==> config.mk <==
export PLATFORM = sky130hd
export DESIGN_NAME = gpr_general_regs
export DESIGN_NICKNAME = d
export VERILOG_FILES = /design/src/logic/gpr_pkg.sv /design/src/logic/gpr_general_regs.sv
export VERILOG_INCLUDE_DIRS = /design/src /design/src/logic
export SDC_FILE = /design/constraint.sdc
export NUM_CORES = 1
export LEC_CHECK = 0
export ABC_AREA = 1
export BUFFER_PORTS_ARGS = -buffer_cell sky130_fd_sc_hd__buf_4
export CAP_MARGIN = 20
export CORE_MARGIN = 1.5
export CORE_UTILIZATION = 30
export DETAILED_ROUTE_END_ITERATION = 12
export PLACE_DENSITY = 0.55
export SETUP_SLACK_MARGIN = 0.05
export SYNTH_ARGS = -nofsm -noshare
export SYNTH_HDL_FRONTEND = slang
export SYNTH_SLANG_ARGS = --single-unit
export TNS_END_PERCENT = 100
==> constraint.sdc <==
create_clock -name i_mclk -period 1.9 [get_ports i_mclk]
set_clock_uncertainty 0.15 [all_clocks]
set_input_delay 0.285 -clock i_mclk [delete_from_list [all_inputs] [get_ports i_mclk]]
set_output_delay 0.285 -clock i_mclk [all_outputs]
set_load 0.005 [all_outputs]
==> src/logic/gpr_regs.svh <==
`ifndef GPR_REGS_SVH
`define GPR_REGS_SVH

`define GPR_PAGE_SEL_ADDR   5'h1f
`define GPR_PAGE_GP         16'h0010
`define GPR_PAGE_MAIN       16'h0000
`define GPR_PIN_LED_ADDR    5'h0e
`define GPR_LINK_LOSS_ADDR  5'h13
`define GPR_RCLK1_ADDR      5'h17

`define GPR_PIN_DIR_N_BIT   13
`define GPR_PIN_DOUT_BIT    12
`define GPR_PIN_DIN_BIT     11
`define GPR_LED_TRI_BIT     9
`define GPR_RCLK_EN_BIT     15
`define GPR_RCLK_SRC_LSB    11
`define GPR_RCLK_FREQ_LSB   8
`define GPR_RCLK_SQL_LSB    4
`define GPR_RCLK_SEL_LSB    0

`define GPR_PIN_DIR_N_RST   1'b1
`define GPR_PIN_DOUT_RST    1'b0
`define GPR_RSVD1514_RST    2'h0
`define GPR_LED_TRI_RST     1'b1
`define GPR_LINK_SRC_RST    2'h3
`define GPR_RCLK_EN_RST     1'b0
`define GPR_RCLK_SRC_RST    4'h0
`define GPR_RCLK_FREQ_RST   3'h0
`define GPR_RCLK_SQL_RST    2'h0
`define GPR_RCLK_SEL_RST    3'h0

`define GPR_CLK_MHZ         250
`define GPR_HALF_25         (`GPR_CLK_MHZ / 25 / 2)
`define GPR_HALF_125        1
`define GPR_HALF_3125       4

`endif

==> src/logic/gpr_pkg.sv <==
`default_nettype none
package gpr_pkg;
  typedef struct packed {
    logic [4:0]  addr;
    logic [15:0] wdata;
    logic        wr;
    logic        rd;
  } gpr_req_t;

  typedef struct packed {
    logic link_up;
    logic link_stable;
    logic mode_1000_master;
    logic mode_10;
    logic eee_active;
    logic eee_lp_idle_rx;
  } gpr_link_t;

  typedef enum logic [2:0] {
    GPR_SQ_OFF  = 3'b001,
    GPR_SQ_LOW  = 3'b010,
    GPR_SQ_RUN  = 3'b100
  } gpr_clk_st_t;

  typedef struct packed {
    logic        gp_page;
    logic [1:0]  rsvd_hi;
    logic        pin_dir_n;
    logic        pin_dout;
    logic        led_tri;
    logic [1:0]  link_src;
    logic        rc_en;
    logic [3:0]  rc_src;
    logic [2:0]  rc_freq;
    logic [1:0]  rc_sql;
    logic [2:0]  rc_sel;
    logic [2:0]  pin_sync;
    logic [2:0]  mute_sync;
    logic        pin_level;
    logic        mute;
    logic [15:0] rdata;
    logic [3:0]  div_cnt;
    logic        clk_out;
    gpr_clk_st_t st;
    logic        pin_oe;
    logic        pin_out;
    logic        led_oe_hi;
    logic        link_loss;
    logic        link_loss_oe;
  } gpr_state_t;
endpackage : gpr_pkg
`default_nettype wire

==> src/logic/gpr_general_regs.sv <==
// The plain strobed port was decided locally.
`timescale 1ns/1ps
`default_nettype none
`include "gpr_regs.svh"

module gpr_general_regs (
  input  wire logic              i_mclk,
  input  wire logic              i_sys_rst,
  input  wire logic              i_ce,
  input  wire gpr_pkg::gpr_req_t i_req,
  output logic [15:0]            o_rdata,
  output logic                   o_gp_page,
  input  wire logic              i_soft_rst,
  input  wire logic              i_low_power_hold_pin,
  output logic                   o_low_power_hold_pin,
  output logic                   o_low_power_hold_pin_oe,
  output logic                   o_led_drive_high,
  input  wire logic [1:0]        i_port_link_loss,
  output logic                   o_quick_link_loss_pin,
  output logic                   o_quick_link_loss_pin_oe,
  input  wire gpr_pkg::gpr_link_t i_link0,
  input  wire gpr_pkg::gpr_link_t i_link1,
  input  wire logic              i_clk_mute,
  input  wire logic [1:0]        i_phy_recovered_ena,
  input  wire logic [1:0]        i_transmitter_clock_ena,
  output logic                   o_recovered_clock_one_out
);
  import gpr_pkg::*;

  gpr_state_t q_ff;
  gpr_state_t nxt_q;

  // squelch decision for one phy at a given level
  function automatic logic squelched(input gpr_link_t l,
                                     input logic [1:0] lvl);
    logic bad;
    bad = !l.link_up || !l.link_stable;
    case (lvl)
      2'h0: squelched = bad || l.mode_1000_master || l.mode_10 ||
                        l.eee_active;
      2'h1: squelched = bad || (l.eee_active && !l.eee_lp_idle_rx);
      2'h2: squelched = !l.link_up;
      default: squelched = 1'b0;
    endcase
  endfunction : squelched

  function automatic logic [3:0] half_period(input logic [2:0] f);
    case (f)
      3'h1:    half_period = 4'(`GPR_HALF_125);
      3'h2:    half_period = 4'(`GPR_HALF_3125);
      default: half_period = 4'(`GPR_HALF_25);
    endcase
  endfunction : half_period

  gpr_link_t sel_link;
  logic      src_ok;
  logic      clk_ena;
  logic      sq;
  logic [3:0] half;

  always_comb begin
    nxt_q = q_ff;
    sel_link = i_link0;
    src_ok = 1'b0;
    clk_ena = 1'b0;
    sq = 1'b1;
    half = half_period(q_ff.rc_freq);

    // three-stage pin samplers; a change counts when stages 2 and 3 agree
    nxt_q.pin_sync  = {q_ff.pin_sync[1:0], i_low_power_hold_pin};
    nxt_q.mute_sync = {q_ff.mute_sync[1:0], i_clk_mute};
    if (q_ff.pin_sync[2] == q_ff.pin_sync[1]) begin
      nxt_q.pin_level = q_ff.pin_sync[2];
    end
    if (q_ff.mute_sync[2] == q_ff.mute_sync[1]) begin
      nxt_q.mute = q_ff.mute_sync[2];
    end

    // register port: read data valid the cycle after the strobe only
    nxt_q.rdata = 16'h0000;
    if (i_req.wr && i_req.addr == `GPR_PAGE_SEL_ADDR) begin
      if (i_req.wdata == `GPR_PAGE_GP) begin
        nxt_q.gp_page = 1'b1;
      end else if (i_req.wdata == `GPR_PAGE_MAIN) begin
        nxt_q.gp_page = 1'b0;
      end
    end else if (i_req.wr && q_ff.gp_page) begin
      case (i_req.addr)
        `GPR_PIN_LED_ADDR: begin
          nxt_q.rsvd_hi   = i_req.wdata[15:14];
          nxt_q.pin_dir_n = i_req.wdata[`GPR_PIN_DIR_N_BIT];
          nxt_q.pin_dout  = i_req.wdata[`GPR_PIN_DOUT_BIT];
          nxt_q.led_tri   = i_req.wdata[`GPR_LED_TRI_BIT];
        end
        `GPR_LINK_LOSS_ADDR: nxt_q.link_src = i_req.wdata[1:0];
        `GPR_RCLK1_ADDR: begin
          nxt_q.rc_en   = i_req.wdata[`GPR_RCLK_EN_BIT];
          nxt_q.rc_src  = i_req.wdata[`GPR_RCLK_SRC_LSB +: 4];
          nxt_q.rc_freq = i_req.wdata[`GPR_RCLK_FREQ_LSB +: 3];
          nxt_q.rc_sql  = i_req.wdata[`GPR_RCLK_SQL_LSB +: 2];
          nxt_q.rc_sel  = i_req.wdata[`GPR_RCLK_SEL_LSB +: 3];
        end
        default: ;
      endcase
    end
    if (i_req.rd) begin
      if (i_req.addr == `GPR_PAGE_SEL_ADDR) begin
        nxt_q.rdata = q_ff.gp_page ? `GPR_PAGE_GP : `GPR_PAGE_MAIN;
      end else if (q_ff.gp_page) begin
        case (i_req.addr)
          `GPR_PIN_LED_ADDR: begin
            nxt_q.rdata[15:14] = q_ff.rsvd_hi;
            nxt_q.rdata[`GPR_PIN_DIR_N_BIT] = q_ff.pin_dir_n;
            nxt_q.rdata[`GPR_PIN_DOUT_BIT]  = q_ff.pin_dout;
            nxt_q.rdata[`GPR_PIN_DIN_BIT]   = q_ff.pin_level;
            nxt_q.rdata[`GPR_LED_TRI_BIT]   = q_ff.led_tri;
          end
          `GPR_LINK_LOSS_ADDR: nxt_q.rdata[1:0] = q_ff.link_src;
          `GPR_RCLK1_ADDR: begin
            nxt_q.rdata[`GPR_RCLK_EN_BIT] = q_ff.rc_en;
            nxt_q.rdata[`GPR_RCLK_SRC_LSB +: 4]  = q_ff.rc_src;
            nxt_q.rdata[`GPR_RCLK_FREQ_LSB +: 3] = q_ff.rc_freq;
            nxt_q.rdata[`GPR_RCLK_SQL_LSB +: 2]  = q_ff.rc_sql;
            nxt_q.rdata[`GPR_RCLK_SEL_LSB +: 3]  = q_ff.rc_sel;
          end
          default: nxt_q.rdata = 16'h0000;
        endcase
      end
    end

    // hold pin: active-low direction bit
    nxt_q.pin_oe  = !q_ff.pin_dir_n;
    nxt_q.pin_out = q_ff.pin_dout;
    // led high level driven only with tri-state cleared
    nxt_q.led_oe_hi = !q_ff.led_tri;

    case (q_ff.link_src)
      2'h0: begin
        nxt_q.link_loss    = i_port_link_loss[0];
        nxt_q.link_loss_oe = 1'b1;
      end
      2'h1: begin
        nxt_q.link_loss    = i_port_link_loss[1];
        nxt_q.link_loss_oe = 1'b1;
      end
      default: begin
        nxt_q.link_loss    = 1'b0;
        nxt_q.link_loss_oe = 1'b0;
      end
    endcase

    // reserved source codes keep the output silent rather than guess
    if (q_ff.rc_src == 4'h0) begin
      sel_link = i_link0;
      src_ok = 1'b1;
    end else if (q_ff.rc_src == 4'h1) begin
      sel_link = i_link1;
      src_ok = 1'b1;
    end
    case (q_ff.rc_sel)
      3'h1: clk_ena = i_phy_recovered_ena[q_ff.rc_src[0]];
      3'h2: clk_ena = i_transmitter_clock_ena[q_ff.rc_src[0]];
      default: clk_ena = 1'b0;
    endcase
    // reserved select codes park the output low, like a reserved source;
    // otherwise a clock caught high would stay high with no ticks
    if (q_ff.rc_sel != 3'h1 && q_ff.rc_sel != 3'h2) begin
      src_ok = 1'b0;
    end
    sq = q_ff.mute || squelched(sel_link, q_ff.rc_sql);

    // output divider steps on source clock enables
    case (q_ff.st)
      GPR_SQ_OFF: begin
        nxt_q.clk_out = 1'b0;
        nxt_q.div_cnt = 4'h0;
        if (q_ff.rc_en && src_ok) begin
          nxt_q.st = sq ? GPR_SQ_LOW : GPR_SQ_RUN;
        end
      end
      GPR_SQ_LOW: begin
        nxt_q.clk_out = 1'b0;
        nxt_q.div_cnt = 4'h0;
        if (!q_ff.rc_en || !src_ok) begin
          nxt_q.st = GPR_SQ_OFF;
        end else if (!sq) begin
          nxt_q.st = GPR_SQ_RUN;
        end
      end
      GPR_SQ_RUN: begin
        if (!q_ff.rc_en || !src_ok) begin
          nxt_q.st = GPR_SQ_OFF;
          nxt_q.clk_out = 1'b0;
        end else if (sq) begin
          nxt_q.st = GPR_SQ_LOW;
          nxt_q.clk_out = 1'b0;
        end else if (clk_ena) begin
          if (q_ff.div_cnt + 4'h1 >= half) begin
            nxt_q.div_cnt = 4'h0;
            nxt_q.clk_out = !q_ff.clk_out;
          end else begin
            nxt_q.div_cnt = q_ff.div_cnt + 4'h1;
          end
        end
      end
      default: nxt_q.st = GPR_SQ_OFF;
    endcase
  end

  // i_sys_rst is the power-on reset; i_soft_rst is a soft/sticky reset
  // that the page ignores, so configuration survives it
  always_ff @(posedge i_mclk) begin
    if (i_sys_rst) begin
      q_ff           <= '0;
      q_ff.rsvd_hi   <= `GPR_RSVD1514_RST;
      q_ff.pin_dir_n <= `GPR_PIN_DIR_N_RST;
      q_ff.pin_dout  <= `GPR_PIN_DOUT_RST;
      q_ff.led_tri   <= `GPR_LED_TRI_RST;
      q_ff.link_src  <= `GPR_LINK_SRC_RST;
      q_ff.rc_en     <= `GPR_RCLK_EN_RST;
      q_ff.rc_src    <= `GPR_RCLK_SRC_RST;
      q_ff.rc_freq   <= `GPR_RCLK_FREQ_RST;
      q_ff.rc_sql    <= `GPR_RCLK_SQL_RST;
      q_ff.rc_sel    <= `GPR_RCLK_SEL_RST;
      q_ff.st        <= GPR_SQ_OFF;
    end else if (i_ce) begin
      q_ff <= nxt_q;
    end
  end

  assign o_rdata                   = q_ff.rdata;
  assign o_gp_page                 = q_ff.gp_page;
  assign o_low_power_hold_pin      = q_ff.pin_out;
  assign o_low_power_hold_pin_oe   = q_ff.pin_oe;
  assign o_led_drive_high          = q_ff.led_oe_hi;
  assign o_quick_link_loss_pin     = q_ff.link_loss;
  assign o_quick_link_loss_pin_oe  = q_ff.link_loss_oe;
  assign o_recovered_clock_one_out = q_ff.clk_out;

  logic unused_soft;
  assign unused_soft = i_soft_rst;
endmodule : gpr_general_regs
`default_nettype wire

==> After elaboration in Yosys (flattened, before gate mapping) <==
Index checks and enable logic that the tools add are counted.
{ "totals": {"wordCells": 132, "latchBits": 0, "romBits": 0, "n_memories": 0, "mem_bits_rw": 0, "input_bits": 47, "ff_bits": 58} }
{ "op_classes": {"n_addsub": 1, "eq_ne": 28, "n_bitwise": 1, "n_reduce_logical": 36, "n_shift": 0, "order_cmp": 2, "mux": 40, "div": 0, "multipliers": 0} }
{ "ops": {"columns": ["op", "count"], "rows": [
  ["$mux W16", 3],
  ["$pmux W5 S2", 2],
  ["$reduce_and A4 Y1", 5],
  ["$eq A16 B5 Y1 const B", 1],
  ["$logic_not A16 Y1", 1],
  ["$mux W4", 4],
  ["$eq A5 B5 Y1 const B", 3],
  ["$mux W3", 5],
  ["$mux W1", 14],
  ["$mux W6", 2],
  ["$mux W5", 2],
  ["$eq A3 B1 Y1 const B", 3],
  ["$eq A3 B2 Y1 const B", 3],
  ["$pmux W3 S3", 1],
  ["$logic_not A1 Y1", 8],
  ["$ne A2 B2 Y1 const B", 4],
  ["$ne A4 B4 Y1 const B", 2],
  ["$pmux W2 S2", 2],
  ["$logic_or A1 B1 Y1", 7],
  ["$ne A3 B3 Y1 const B", 2],
  ["$pmux W3 S2", 1],
  ["$eq A5 B4 Y1 const B", 1],
  ["$logic_and A1 B1 Y1", 5],
  ["$reduce_and A5 Y1", 1],
  ["other kinds (20)", 26]
]} }

==> Longest topological paths before layout <==
{ "depth": {"ltp_word": 13, "mapped_depth": 13} }

==> Worst setup path after synthesis <==
OpenSTA, ideal clock, no wires.
{ "synth_timing": {"path_kind": "reg-to-reg", "start": "register q_ff[9] in the netlist's numbering", "end": "register q_ff, in the netlist o_recovered_clock_one_out", "synth_period_minus_slack_ps": 1845, "path_stages_with_launch": 13, "path_slack_ps": 55, "setup_ps": 113, "arrival_ps": 1582, "n_path_buf": 0, "path_cell_list": "dfxtp_1 -> ha_1 -> xnor2_1 -> inv_1 -> ha_1 -> o21ai_0 -> nand2_1 -> nor2_1 -> nand4_1 -> nand3_1 -> nand2_1 -> nand2_1 -> nor2_1"} }
{ "synth_between": {"elab_chain_cells": 4} }
{ "synth_rtl": {"columns": ["element", "line", "rtl"], "rows": [
  ["from (decl)", "gpr_general_regs.sv:30", "gpr_state_t q_ff;"],
  ["from (signal assigned)", "gpr_general_regs.sv:227", "q_ff <= nxt_q;"],
  ["$add A4 B1 Y4", "gpr_general_regs.sv:198", "if (q_ff.div_cnt + 4'h1 >= half) begin"],
  ["$ge A4 B4 Y1", "gpr_general_regs.sv:198", null],
  ["$ne A4 B4 Y1 (no source line)", null, null],
  ["$reduce_and A4 Y1 (no source line)", null, null]
]} }
Every way passes these cells.
A chain may end at the register's enable or synchronous reset.

==> Worst setup path after layout <==
{ "layout_timing": {"start": "register q_ff[9] in the netlist's numbering", "end": "register q_ff[9] in the netlist's numbering"} }
{ "layout_between": {"elab_chain_cells": 7} }
{ "layout_rtl": {"columns": ["element", "line", "rtl"], "rows": [
  ["$add A4 B1 Y4 (*)", "gpr_general_regs.sv:198, gpr_general_regs.sv:202", null],
  ["$ge A4 B4 Y1", "gpr_general_regs.sv:198", null],
  ["$mux W4 (*)", "gpr_general_regs.sv:198", null],
  ["$mux W5 (*)", "gpr_general_regs.sv:197", "end else if (clk_ena) begin"],
  ["$mux W4 (*)", "gpr_general_regs.sv:194", "end else if (sq) begin"],
  ["$mux W4 (*)", "gpr_general_regs.sv:191", "if (!q_ff.rc_en || !src_ok) begin"],
  ["$pmux W5 S2 (*)", "gpr_general_regs.sv:173", "case (q_ff.st)"]
]} }
Mark *: on every way between the ends. The rest lies on a longest branch, timed or not. The select of a mux whose other input is x is not followed.

==> key figures <==
Status
  • Status: finished, final reports clean

Die
  • Starting Density: 30.7%
  • Ports: 70
  • Core area: ~0.0092 mm²
  • Row cnt: 35
  • Die W: roughly 100 µm
  • Die height: 99.8 µm
  • Die ar.: ~0.01 mm²

Worst setup path
  • CP max stage delay: between 300 and 400 ps
  • Setup crit end kind: flip-flop
  • Critical path type: reg -> reg
  • CP Cell Sequence: ha_4 > xnor2_2 > inv_1 > ha_1 > o21ai_1 > nand2_1 > nor2_2 > buf_4 > inv_2 > nor2_1 > nor2_1 > nor2_1
  • Slowest cell on crit path: dfxtp_4
  • Crit path required time: around 2000 ps
  • CP delay by family, top: adder cells
  • Max FO, Critical Path: 3
  • Reg2Reg Setup Slack: between 30 and 40 ps
  • Worst path most repeated cell: nor2_1
  • WP buf/inv: 3
  • Worst EP arrival: between 1500 and 2000 ps
  • Worst setup SP type: flip-flop

Yosys
  • FF+latch count, synth: between 50 and 60
  • Synth Cell Area: 0.00281 mm²
  • Unique masters post-synth: 39
  • Mean Syn Cell Area: just over 7 µm²
  • Seq/Total Area, Yosys: 39.2%
  • Synth warn: 0
  • Post-Synthesis Cells: 396

Power and ir drop
  • Power Density: roughly 800 mW/mm²
  • P_leak: 1.60 nW
  • VDD IR max: ~350 µV

Drt
  • Routed length per instance: about 13 µm
  • # DRC: 0
  • Detailed Route WL: roughly 7.3 mm
  • Vias per std cell: about 4.6
  • DRT iter0 DRCs: approximately 140
  • First drt pass iteration count: 4
  • DR vias: approximately 2700
  • Post-DRT Antenna Nets: 0

Clock tree
  • CTS Sinks: 55
  • Hold buffers post-CTS: 0
  • Root buffer cell: clkbuf_8
  • CTS Buffer Depth: 2
  • Reg clk slew, reported paths: 100 ps
  • Worst-Skew Late Latency: 320 ps
  • H-tree levels: 2
  • Clock buffer count from CTS: 5
  • CTS tree: built

Finish
  • Number of fill cells: between 900 and 1000
  • Fin cells: about 570
  • ANT cells: 0
  • Nets: approximately 500
  • Layout cells sized above 1: 25.8%
  • Area delta synth->final: 25.9%

STA
  • Final min period: around 1900 ps
  • Final setup violating endpoints: 0
  • Crit share post-route: approximately 98%
  • Maximum clock frequency: 536 MHz
  • RSZ-0062 raised after global routing: true
  • Final Hold Fails: 0
  • Slew Limit Fails: 0
  • Setup TNS: 0 ps

GRT
  • Aggregate global routing overflow: 0
  • Largest net degree at the start of global routing: 24
  • Initial antenna violation count: 0
  • Total track usage: 15.3%
  • Global-route wire length before repair: ~12 mm
  • Vias in the first global route: 2570

Place
  • Post-DP HPWL: approximately 5.6 mm
  • GP Congestion: roughly 0.86
  • Inst Count DP: between 500 and 600
  • PortBufs: 65

Worst hold path
  • Hold Crit Class: in -> reg

Flow run
  • Number of max-cap violations: 0
-- layout make-up --
class	count	area [µm²]	area share, %
tap	111	139	3.93
clock buffer	6	72.6	2.05
multi-input combinational	265	1360	38.3
clock inverter	2	38.8	1.10
timing repair buffer	83	636	18.0
inverter	50	190	5.37
sequential	55	1110	31.3
-- metal layers --
layer | vias to the layer above | global-route usage, % | routed length [µm]
li1 | 1382 | - | -
met3 | 9 | 2.51 | 367
met1 | 1191 | 20.3 | 3410
met2 | 76 | 25.7 | 3390
met4 | 0 | 3.90 | 89
met5 | - | 0 | 0
-- path summary, 6_finish.rpt --
check | cells past startpoint | to | start
worst max-delay path | 12 | q_ff[9] | q_ff[9]
worst min-delay path | 3 | nxt_q[32] | i_clk_mute
worst max register to register | 12 | q_ff[9] | q_ff[9]
worst min register to register | 2 | o_quick_link_loss_pin | o_quick_link_loss_pin
-- timing repair --
| action | in CTS | in global routing |
|---|---|---|
| gates resized for setup | 7 | 4 |
| buffers inserted | 1 | 2 |
| endpoints found under the hold margin | 0 | 0 |
| pin swaps | 6 | 6 |
| setup endpoints to repair | 4 | 7 |
-- state kept, by name, indices dropped and copies added (netlist names) --
signal	flops
nxt_q	5
o_gp_page	1
o_led_drive_high	1
o_low_power_hold_pin	1
o_low_power_hold_pin_oe	1
o_quick_link_loss_pin	1
o_quick_link_loss_pin_oe	1
o_rdata	13
o_recovered_clock_one_out	1
q_ff	30
-- cell usage in the layout (no fill, tap or decap), drive strengths merged, types with 6 or more instances in the layout --
| cell | n |
|---|---|
| a211oi | 7 |
| a21oi | 29 |
| buf | 83 |
| clkbuf | 6 |
| dfxtp | 55 |
| inv | 50 |
| nand2 | 86 |
| nand3 | 25 |
| nor2 | 62 |
| o21ai | 22 |
-- report_power, final --
| group | internal (mW) | switching [mW] |
|---|---|---|
| Sequential | 1.24 | 0.0624 |
| Clock | 0.399 | 0.404 |
| Combinational | 0.351 | 0.432 |
| Total | 1.99 | 0.898 |
-- stage by stage --
| stage | power, mW | hold slack [ps] | instance area [µm²] | setup slack (ps) | util [%] |
|---|---|---|---|---|---|
| 6_report | 2.89 | 36.1 | 3540 | 35.6 | 38.7 |
| 5_1_grt | 3.07 | 48.3 | 3540 | -64.9 | 38.7 |
| 4_1_cts | 2.90 | 32.8 | 3520 | 56.9 | 38.4 |
| 3_5_place_dp | 2.04 | 305 | 3370 | -77.9 | 36.8 |
| 3_3_place_gp | 2.02 | 302 | 3370 | -6.27 | 36.8 |
| 2_1_floorplan | 1.78 | 248 | 2820 | 55.2 | - |
-- synthesized netlist by cell type (all sizes together) --
cell type	count	area (µm²)
nand2	86	340
nor2	62	258
dfxtp	55	1100
inv	49	186
a21oi	29	149
nand3	25	135
o21ai	22	110
buf	20	158
clkbuf	8	41.3
a211oi	7	57.6
a31oi	4	25.0
a32oi	4	35.0
nand4	4	40.0
nor3	4	25.0
ha	3	37.5
o211ai	3	22.5
a21o	2	15.0
nor4	2	27.5
xnor2	2	17.5
a21boi	1	7.51
a311oi	1	8.76
and3	1	6.26
clkinv	1	3.75
conb	1	3.75
-- tightest hold or removal path, stage by stage --
cell and delay (ps):
buf_4 80, nor2_1 30, nor2_1 80
-- logic make-up after synthesis --
logic type | count (synthesis) | synth area share (%)
simple gates | 184 | 29.6
buf+inv | 78 | 13.8
compound gates | 73 | 15.3
flops | 55 | 39.2
fa+ha+maj | 3 | 1.34
xor+xnor | 2 | 0.623
other cells | 1 | 0.133
Power figures use the tool's default switching activity.
